$ cat config.mk
export PLATFORM = sky130hd
export DESIGN_NAME = power_mode_reset_control
export DESIGN_NICKNAME = d
export VERILOG_FILES = /design/src/hdl/pwr_pkg.sv /design/src/hdl/fault_if.sv /design/src/hdl/fault_guard.sv /design/src/hdl/power_mode_reset_control.sv
export SDC_FILE = /design/constraint.sdc
export NUM_CORES = 1
export LEC_CHECK = 0
export BUFFER_PORTS_ARGS = -buffer_cell sky130_fd_sc_hd__buf_4
export CORE_MARGIN = 2
export CORE_UTILIZATION = 25
export DETAILED_ROUTE_END_ITERATION = 8
export PLACE_DENSITY = 0.46
export SYNTH_ARGS = -nofsm -noshare
export SYNTH_HDL_FRONTEND = slang
export SYNTH_SLANG_ARGS = --single-unit
export TNS_END_PERCENT = 20
$ cat constraint.sdc
create_clock -name clk_sys -period 2.7 [get_ports clk_sys]
set_clock_uncertainty 0.2 [all_clocks]
set_input_delay 0.81 -clock clk_sys [delete_from_list [all_inputs] [get_ports clk_sys]]
set_output_delay 0.81 -clock clk_sys [all_outputs]
set_load 0.005 [all_outputs]
$ cat src/hdl/pwr_pkg.sv
// Shared constants and types of the power-mode and reset controller
package pwr_pkg;

  // System clock rate
  localparam int unsigned CLK_MHZ = 40;

  // Times as printed, in their own units
  localparam int unsigned SYS_RST_NS       = 1000;
  localparam int unsigned CORE_RST_NS      = 500;
  localparam int unsigned FAULT_DELAY_NS   = 10000;
  localparam int unsigned SUPPLY_SETTLE_US = 1000;

  // Least times round up to whole cycles
  localparam int unsigned SYS_RST_CYC     = (SYS_RST_NS * CLK_MHZ + 999) / 1000;
  localparam int unsigned CORE_RST_CYC    = (CORE_RST_NS * CLK_MHZ + 999) / 1000;
  localparam int unsigned FAULT_DELAY_CYC = (FAULT_DELAY_NS * CLK_MHZ + 999) / 1000;
  localparam int unsigned SUPPLY_SETTLE_CYC_DEF = SUPPLY_SETTLE_US * CLK_MHZ;

  // Counter and key widths
  localparam int unsigned CNT_W = 16;
  localparam int unsigned KEY_W = 16;

  // Keyed cancel sequence for a postponed fault action (arbitrary values)
  localparam logic [15:0] FAULT_KEY1 = 16'hA5C3;
  localparam logic [15:0] FAULT_KEY2 = 16'h3C5A;

  // Reset cause field positions and reset value
  localparam int unsigned CAUSE_W     = 7;
  localparam int unsigned CAUSE_HW    = 0;
  localparam int unsigned CAUSE_SW    = 1;
  localparam int unsigned CAUSE_PMU   = 2;
  localparam int unsigned CAUSE_EVT   = 3;
  localparam int unsigned CAUSE_TRIG  = 4;
  localparam int unsigned CAUSE_EMU   = 5;
  localparam int unsigned CAUSE_FAULT = 6;
  localparam logic [6:0]  CAUSE_RST   = 7'h01;

  // Power and reset sequencer states
  typedef enum logic [4:0] {
    ST_RESET   = 5'h01,
    ST_FULL_ON = 5'h02,
    ST_SLEEP   = 5'h04,
    ST_HIB     = 5'h08,
    ST_SUPPLY  = 5'h10
  } power_state_e;

  // Fault guard states
  typedef enum logic [1:0] {
    FG_IDLE = 2'h1,
    FG_WAIT = 2'h2
  } guard_state_e;

endpackage

$ cat src/hdl/fault_if.sv
// Carrier between the reset sequencer and the fault guard
`timescale 1ns/1ps
interface fault_if;
  logic                         fault_event;
  logic                         delay_en;
  logic                         key_write;
  logic [pwr_pkg::KEY_W-1:0]    key_data;
  logic                         flush;
  logic                         fire;
  logic                         pending;

  modport guard (input fault_event, delay_en, key_write, key_data, flush,
                 output fire, pending);
  modport ctrl  (output fault_event, delay_en, key_write, key_data, flush,
                 input fire, pending);
endinterface

$ cat src/hdl/fault_guard.sv
// Fault action postponement behind a keyed cancel sequence
`timescale 1ns/1ps
module fault_guard (
  // Clock and reset
  input  wire logic clk_sys,
  input  wire logic rst,
  // Fault path
  fault_if.guard    fi
);

  pwr_pkg::guard_state_e         state_q, state_d;
  logic [pwr_pkg::CNT_W-1:0]     cnt_q, cnt_d;
  logic                          stage_q, stage_d;
  logic                          fire_q, fire_d;

  // Next state of the guard
  always_comb begin
    state_d = state_q;
    cnt_d   = cnt_q;
    stage_d = stage_q;
    fire_d  = 1'b0;
    case (state_q)
      pwr_pkg::FG_IDLE: begin
        if (fi.fault_event) begin
          if (fi.delay_en) begin
            state_d = pwr_pkg::FG_WAIT;
            cnt_d   = pwr_pkg::FAULT_DELAY_CYC[pwr_pkg::CNT_W-1:0];
            stage_d = 1'b0;
          end else begin
            fire_d = 1'b1;
          end
        end
      end
      pwr_pkg::FG_WAIT: begin
        if (fi.key_write) begin
          if (!stage_q && fi.key_data == pwr_pkg::FAULT_KEY1) begin
            stage_d = 1'b1;
          end else if (stage_q && fi.key_data == pwr_pkg::FAULT_KEY2) begin
            state_d = pwr_pkg::FG_IDLE;
          end else begin
            stage_d = 1'b0;
          end
        end
        if (state_d == pwr_pkg::FG_WAIT) begin
          if (cnt_q <= 16'h0001) begin
            fire_d  = 1'b1;
            state_d = pwr_pkg::FG_IDLE;
          end else begin
            cnt_d = cnt_q - 16'h0001;
          end
        end
      end
      default: state_d = pwr_pkg::FG_IDLE;
    endcase
    if (fi.flush) begin
      state_d = pwr_pkg::FG_IDLE;
      fire_d  = 1'b0;
      stage_d = 1'b0;
    end
  end

  // Guard registers
  always_ff @(posedge clk_sys or posedge rst) begin
    if (rst) begin
      state_q <= pwr_pkg::FG_IDLE;
      cnt_q   <= '0;
      stage_q <= 1'b0;
      fire_q  <= 1'b0;
    end else begin
      state_q <= state_d;
      cnt_q   <= cnt_d;
      stage_q <= stage_d;
      fire_q  <= fire_d;
    end
  end

  assign fi.fire    = fire_q;
  assign fi.pending = (state_q == pwr_pkg::FG_WAIT);
endmodule

$ cat src/hdl/power_mode_reset_control.sv
// Power-mode sequencer and reset controller of the processor
`timescale 1ns/1ps
// What this block does
// - After power-up enter full-on with PLL running, clocks on and core power on.
// - Deep sleep gates core and synchronous peripheral clocks, PLL off, power kept.
// - Deep sleep blocks asynchronous peripherals from internal and external accesses.
// - Hibernate stops all clocks, PLL off, drops regulator wake so supply goes away.
// - In hibernate all pads go high impedance.
// - Any reset loads defaults into affected units and holds them idle until release.
// - Leaving a system reset brings the core out ready to boot.
// - Hardware reset clears everything, this controller and its history included, except the fault output pin when it comes in hibernate.
// - System reset clears all units but this controller keeps its own state.
// - Core-only reset touches only the core and comes only from software.
// - Hardware reset is seen when the active-low pin is driven low.
// - Software, power-mode unit, event controller, trigger router or emulator start system reset.
// - A fault either resets the whole chip or toggles the fault output pin.
// - Fault action may be postponed and cancelled by a timely keyed software sequence.
// - Regulator wake output is active high, meaning supply wanted.
// - Hardware reset pin in hibernate reasserts regulator wake, then boots.
module power_mode_reset_control #(
  parameter int unsigned SUPPLY_SETTLE_CYC = pwr_pkg::SUPPLY_SETTLE_CYC_DEF
) (
  // Clock and reset
  input  wire logic                        clk_sys,
  input  wire logic                        rst,
  // External reset pin
  input  wire logic                        hw_reset_in_n,
  // System and core reset requests
  input  wire logic                        reset_control_reg_wr,
  input  wire logic                        power_mode_unit_rst_req,
  input  wire logic                        system_event_controller_rst_req,
  input  wire logic                        trigger_router_rst_req,
  input  wire logic                        emulator_rst_req,
  input  wire logic                        sw_core_reset_req,
  // Power mode requests
  input  wire logic                        deep_sleep_req,
  input  wire logic                        hibernate_req,
  input  wire logic                        wake_req,
  // Fault management
  input  wire logic                        fault_event,
  input  wire logic                        fault_action_reset,
  input  wire logic                        fault_delay_en,
  input  wire logic                        fault_key_wr,
  input  wire logic [pwr_pkg::KEY_W-1:0]   fault_key_data,
  output logic                             fault_signal_out,
  output logic                             fault_pending,
  // Regulator, clocks and pads
  output logic                             regulator_wake_out,
  output logic                             pll_enable,
  output logic                             core_clk_en,
  output logic                             periph_clk_en,
  output logic                             async_access_block,
  output logic                             pad_hiz,
  // Resets to the rest of the chip
  output logic                             sys_reset_out,
  output logic                             core_reset_out,
  output logic                             boot_start,
  output logic [pwr_pkg::CAUSE_W-1:0]      reset_cause
);

  pwr_pkg::power_state_e                   state_q, state_d;
  logic [pwr_pkg::CNT_W-1:0]               cnt_q, cnt_d;
  logic [pwr_pkg::CNT_W-1:0]               core_cnt_q, core_cnt_d;
  logic [pwr_pkg::CAUSE_W-1:0]             cause_q, cause_d;
  logic                                    fault_out_q, fault_out_d;
  logic                                    boot_q, boot_d;
  logic [4:0]                              req_vec;
  logic                                    fault_rst;
  logic                                    active;

  fault_if fi ();

  // Fault path into the guard
  assign fi.fault_event = fault_event;
  assign fi.delay_en    = fault_delay_en;
  assign fi.key_write   = fault_key_wr;
  assign fi.key_data    = fault_key_data;
  assign fi.flush       = sys_reset_out;

  fault_guard u_guard (
    .clk_sys (clk_sys),
    .rst     (rst),
    .fi      (fi.guard)
  );

  // Request decoding
  assign req_vec   = {emulator_rst_req, trigger_router_rst_req, system_event_controller_rst_req,
                      power_mode_unit_rst_req, reset_control_reg_wr};
  assign fault_rst = fi.fire && fault_action_reset;
  assign active    = (state_q == pwr_pkg::ST_FULL_ON) || (state_q == pwr_pkg::ST_SLEEP);

  // Next state of the sequencer
  always_comb begin
    state_d     = state_q;
    cnt_d       = cnt_q;
    cause_d     = cause_q;
    fault_out_d = fault_out_q;
    boot_d      = 1'b0;
    core_cnt_d  = (core_cnt_q != '0) ? core_cnt_q - 16'h0001 : '0;
    if (fi.fire && !fault_action_reset) begin
      fault_out_d = ~fault_out_q;
    end
    case (state_q)
      pwr_pkg::ST_RESET: begin
        core_cnt_d = '0;
        if (cnt_q <= 16'h0001) begin
          state_d = pwr_pkg::ST_FULL_ON;
          boot_d  = 1'b1;
        end else begin
          cnt_d = cnt_q - 16'h0001;
        end
      end
      pwr_pkg::ST_FULL_ON: begin
        if (sw_core_reset_req) begin
          core_cnt_d = pwr_pkg::CORE_RST_CYC[pwr_pkg::CNT_W-1:0];
        end
        if (hibernate_req) begin
          state_d = pwr_pkg::ST_HIB;
        end else if (deep_sleep_req) begin
          state_d = pwr_pkg::ST_SLEEP;
        end
      end
      pwr_pkg::ST_SLEEP: begin
        if (wake_req) begin
          state_d = pwr_pkg::ST_FULL_ON;
        end
      end
      pwr_pkg::ST_HIB: begin
        state_d = pwr_pkg::ST_HIB;
      end
      pwr_pkg::ST_SUPPLY: begin
        if (cnt_q <= 16'h0001) begin
          state_d = pwr_pkg::ST_RESET;
          cnt_d   = pwr_pkg::SYS_RST_CYC[pwr_pkg::CNT_W-1:0];
        end else begin
          cnt_d = cnt_q - 16'h0001;
        end
      end
      default: state_d = pwr_pkg::ST_RESET;
    endcase
    // System reset keeps this controller's cause history
    if (active && ((|req_vec) || fault_rst)) begin
      state_d    = pwr_pkg::ST_RESET;
      cnt_d      = pwr_pkg::SYS_RST_CYC[pwr_pkg::CNT_W-1:0];
      cause_d    = cause_q | {fault_rst, req_vec, 1'b0};
      core_cnt_d = '0;
    end
    // Pin reset wins over everything
    if (!hw_reset_in_n) begin
      if (state_q == pwr_pkg::ST_HIB) begin
        state_d = pwr_pkg::ST_SUPPLY;
        cnt_d   = SUPPLY_SETTLE_CYC[pwr_pkg::CNT_W-1:0];
        cause_d = pwr_pkg::CAUSE_RST;
      end else if (state_q != pwr_pkg::ST_SUPPLY) begin
        state_d     = pwr_pkg::ST_RESET;
        cnt_d       = pwr_pkg::SYS_RST_CYC[pwr_pkg::CNT_W-1:0];
        cause_d     = pwr_pkg::CAUSE_RST;
        fault_out_d = 1'b0;
        core_cnt_d  = '0;
      end
    end
  end

  // Sequencer registers
  always_ff @(posedge clk_sys or posedge rst) begin
    if (rst) begin
      state_q     <= pwr_pkg::ST_RESET;
      cnt_q       <= pwr_pkg::SYS_RST_CYC[pwr_pkg::CNT_W-1:0];
      core_cnt_q  <= '0;
      cause_q     <= pwr_pkg::CAUSE_RST;
      fault_out_q <= 1'b0;
      boot_q      <= 1'b0;
    end else begin
      state_q     <= state_d;
      cnt_q       <= cnt_d;
      core_cnt_q  <= core_cnt_d;
      cause_q     <= cause_d;
      fault_out_q <= fault_out_d;
      boot_q      <= boot_d;
    end
  end

  // Mode decode to clocks, supply and pads
  assign regulator_wake_out = (state_q != pwr_pkg::ST_HIB);
  assign pll_enable         = (state_q == pwr_pkg::ST_FULL_ON) ||
                              (state_q == pwr_pkg::ST_RESET);
  assign core_clk_en        = pll_enable;
  assign periph_clk_en      = pll_enable;
  assign async_access_block = (state_q == pwr_pkg::ST_SLEEP);
  assign pad_hiz            = (state_q == pwr_pkg::ST_HIB);
  assign sys_reset_out      = (state_q == pwr_pkg::ST_RESET) || (state_q == pwr_pkg::ST_HIB) ||
                              (state_q == pwr_pkg::ST_SUPPLY);
  assign core_reset_out     = sys_reset_out || (core_cnt_q != '0);
  assign boot_start         = boot_q;
  assign reset_cause        = cause_q;
  assign fault_signal_out   = fault_out_q;
  assign fault_pending      = fi.pending;
endmodule

==> run_results.csv <==
group,metric,value,unit
floorplanning,core,15100,sq um
critical_path,arrival,1.90,ns
place,hpwl,7.88,mm
timing,setup_viol,2,
floorplanning,die_area,16400,sq um
synth,synth_mux_area_frac,0.0259,
critical_path,r2r_setup_slack,0.12,ns
final_layout,drive_gt1_frac,0.324,
clock_tree,cts_htree_levels,3,
floorplanning,rows,45,
run_status,status,"finished, violations left",
critical_path,r2r-start,"cnt_q[0]",
synth,syn_inst,418,
timing,hold_slack,0.283,ns
synth,synth_flop_cell,"dfrtp_1",
synth,synthAdderAreaFrac,0.0292,
floorplanning,io_pins,50,
critical_path,worstPathMaxFanout,2,
floorplanning,die_w,128,microns
synth,synth_common_cells,"61 x dfrtp_1, 45 x nor2_1, 33 x nand2_1",
timing,drv_slew,0,
floorplanning,start_util,0.255,
routing,drt_iter0_drc,203,
synth,synthSimpleGateAreaFrac,0.278,
final_layout,n_antenna_cell,0,
grt,grt_pass1_vias,3627,
grt,grt_usage,0.144,
routing,wl_per_cell,15.6,microns
synth,ys_top_cells_by_area,"dfrtp_1 40%, nor2_1 4.4%, a21oi_1 3.8%",
floorplanning,die_h,128,microns
critical_path,path_class,"reg -> out",
routing,vias_per_cell,5.06,
grt,grt_max_degree,67,
synth,synth_top_family_by_area,"simple AND/OR/NAND/NOR gates",
grt,met3_usage,0.0380,
routing,ant_nets,0,
timing,postLayoutSetupSlackWorst,-0.207,ns
synth,yosysTopAreaCell,"dfrtp_1",
routing,dr.pass1.iters,4,
synth,synthXorXnorAreaFrac,0.0318,
timing,max_slew_margin,0.568,
clock_tree,cts_hold_buf,0,
place,dp_slack,-0.0301,ns
clock_tree,cts_sinks,66,
synth,ys_ff_latch,66,
final_layout,n_fill_cell,1549,
pwr,ir_drop,0.000378,V
grt,grt_use_met1,0.184,
synth,synth.most_common_cell,"dfrtp_1",
timing,fmax,344,MHz
synth,async_flop_share,1.00,
run_status,violations,"negative setup slack",
worst_hold_path,min_to,"core_cnt_q[0]",
synth,synth_edf_count,0,
worst_hold_path,min_from,"core_cnt_q[0]",
flow_run,maxCapViolations,0,
synth,synth.cell_area,3860,sq um
grt,grt_pass1_wl,18.5,mm
timing,rsz0062_at_grt,"true",
final_layout,syn_to_final_growth,36.5,%
routing,routed_wl,11.1,mm
timing,min_period_over_period,1.08,
critical_path,critPathCaptureType,"output pin",
clock_tree,clkSlewWorstSetupHoldPaths,0.06,ns
grt,grt_overflow_total,0,
routing,drt_drc_violations_left,0,
worst_hold_path,holdPathStages,1,
synth,synth_nets,459,
pwr,p_leak,0.00236,uW
place,portBuffers,49,
grt,antenna_found_initial,0,
critical_path,critPathLaunchType,"flop",
clock_tree,clk-insertion-delay-late,0.34,ns
timing,hold_violations,0,
place,routabilityCongestion,0.801,
timing,fin_crit,2.91,ns
synth,yosysSeqAreaShare,0.429,
synth,synth.distinct_cells,63,
critical_path,r2r-end,"cnt_q[0]",
synth,synth_compound_area_frac,0.178,
clock_tree,cts_root_buf,"clkbuf_16",
critical_path,required,1.69,ns
critical_path,worst-r2r-cell-count,9,
grt,grtUsageMet2,0.235,
grt,busiest_layer,"met2",
synth,yosysWarningCount,0,
clock_tree,tritoncts,"done",
synth,yosysTopAreaCellShare,0.395,
timing,tightestPinTransition,0.643,ns
routing,vias,3616,
synth,syn_avg_cell_area,9.23,sq um
pwr,p_per_area,575,nW/um^2
clock_tree,cts_buffers,9,
worst_hold_path,hold_class,"reg -> reg",
final_layout,nNetsFinal,563,
clock_tree,clk_path_buf_depth,2,
==> layout by cell type, fill, tap and decap left out, types with 4 or more instances in the layout <==
master,count
nand2b_1,5
nand3b_1,6
a21oi_1,28
nor2b_1,7
or2_2,12
nor3_1,13
o31ai_1,7
inv_1,10
o21ai_0,14
a31oi_1,7
clkbuf_16,9
dfstp_2,5
xor2_1,5
nor2_1,43
buf_6,6
nand2_1,31
dfrtp_1,59
or3_1,11
nor4bb_1,5
o211ai_1,10
nand3_1,5
buf_4,99
o41ai_1,4
mux2i_1,10
or4_4,5
or4_1,7
xnor2_1,9
o21ai_1,4
ha_1,9
nor4_1,13
==> metrics by stage <==
step | area, sq um | setup TNS [ns] | std cells | utilization | power [uW]
floorplan | 3860 | 0 | 418 | - | 1450
global placement | 4790 | 0 | 692 | 0.316 | 1740
detailed placement | 4790 | -0.0301 | 692 | 0.316 | 1740
CTS | 5260 | -0.232 | 718 | 0.347 | 3060
global route | 5270 | -0.397 | 715 | 0.348 | 3190
finish | 5270 | -0.240 | 715 | 0.348 | 3030
==> report_power, final <==
group          internal, uW  total, uW  switching (uW)  leakage [uW]
sequential             1050       1100            56.5      0.000882
combinational           309        635             326       0.00132
clock                   834       1290             455      0.000159
total                  2190       3030             837       0.00236
==> metal layers <==
metal | up-vias | wire length [microns]
met1 | 1769 | 5150
met5 | - | 0
met2 | 69 | 5320
li1 | 1766 | -
met4 | 0 | 165
met3 | 12 | 510
==> sequential cells by signal (all words and copies together) (netlist names) <==
name / count
cnt_q: 16
core_cnt_q: 16
u_guard.cnt_q: 16
reset_cause: 7
state_q: 5
u_guard.state_q: 2
boot_start: 1
fault_signal_out: 1
u_guard.fi.fire: 1
u_guard.stage_q: 1
==> worst max-delay path by stage <==
| stage | to | slack [ns] | depth (start not counted) | start |
|---|---|---|---|---|
| floorplan | boot_start | 0.04 | 1 | rst |
| global placement | core_reset_out | 0.03 | 5 | core_cnt_q[10] |
| detailed placement | core_reset_out | -0.03 | 5 | core_cnt_q[10] |
| CTS | core_reset_out | -0.17 | 5 | core_cnt_q[7] |
| global route | core_reset_out | -0.28 | 5 | core_cnt_q[10] |
| finish | core_reset_out | -0.21 | 5 | core_cnt_q[10] |
==> what timing repair did <==
action / in CTS / in global routing
gates cloned: 1 / 0
resized for setup: 20 / 12
pin swaps: 7 / 4
endpoints found under the setup margin: 6 / 24
setup buffers: 9 / 0
==> worst max-delay path, cell delays in order (launching register included) <==
cell	delay [ns]
dfrtp_1	0.41
nor4_4	0.33
nand2b_1	0.12
or3_4	0.34
or2_4	0.23
buf_6	0.11
==> layout make-up <==
| type | instances | area, sq um | area share |
|---|---|---|---|
| multi-input combinational | 327 | 2170 | 0.411 |
| tap | 188 | 235 | 0.0447 |
| timing repair buffer | 106 | 831 | 0.158 |
| inverter | 12 | 45.0 | 0.00855 |
| clock buffer | 10 | 239 | 0.0454 |
| sequential | 66 | 1660 | 0.315 |
| clock inverter | 6 | 90.1 | 0.0171 |
==> logic make-up after synthesis <==
| group | Yosys count |
|---|---|
| xor gates and xnor gates | 14 |
| buffers and inverters | 25 |
| adders and majority gates | 9 |
| muxes | 10 |
| DFF | 66 |
| and+or+nand+nor | 192 |
| AOI/OAI and AO/OA | 102 |
(Power assumes the default switching activity.)
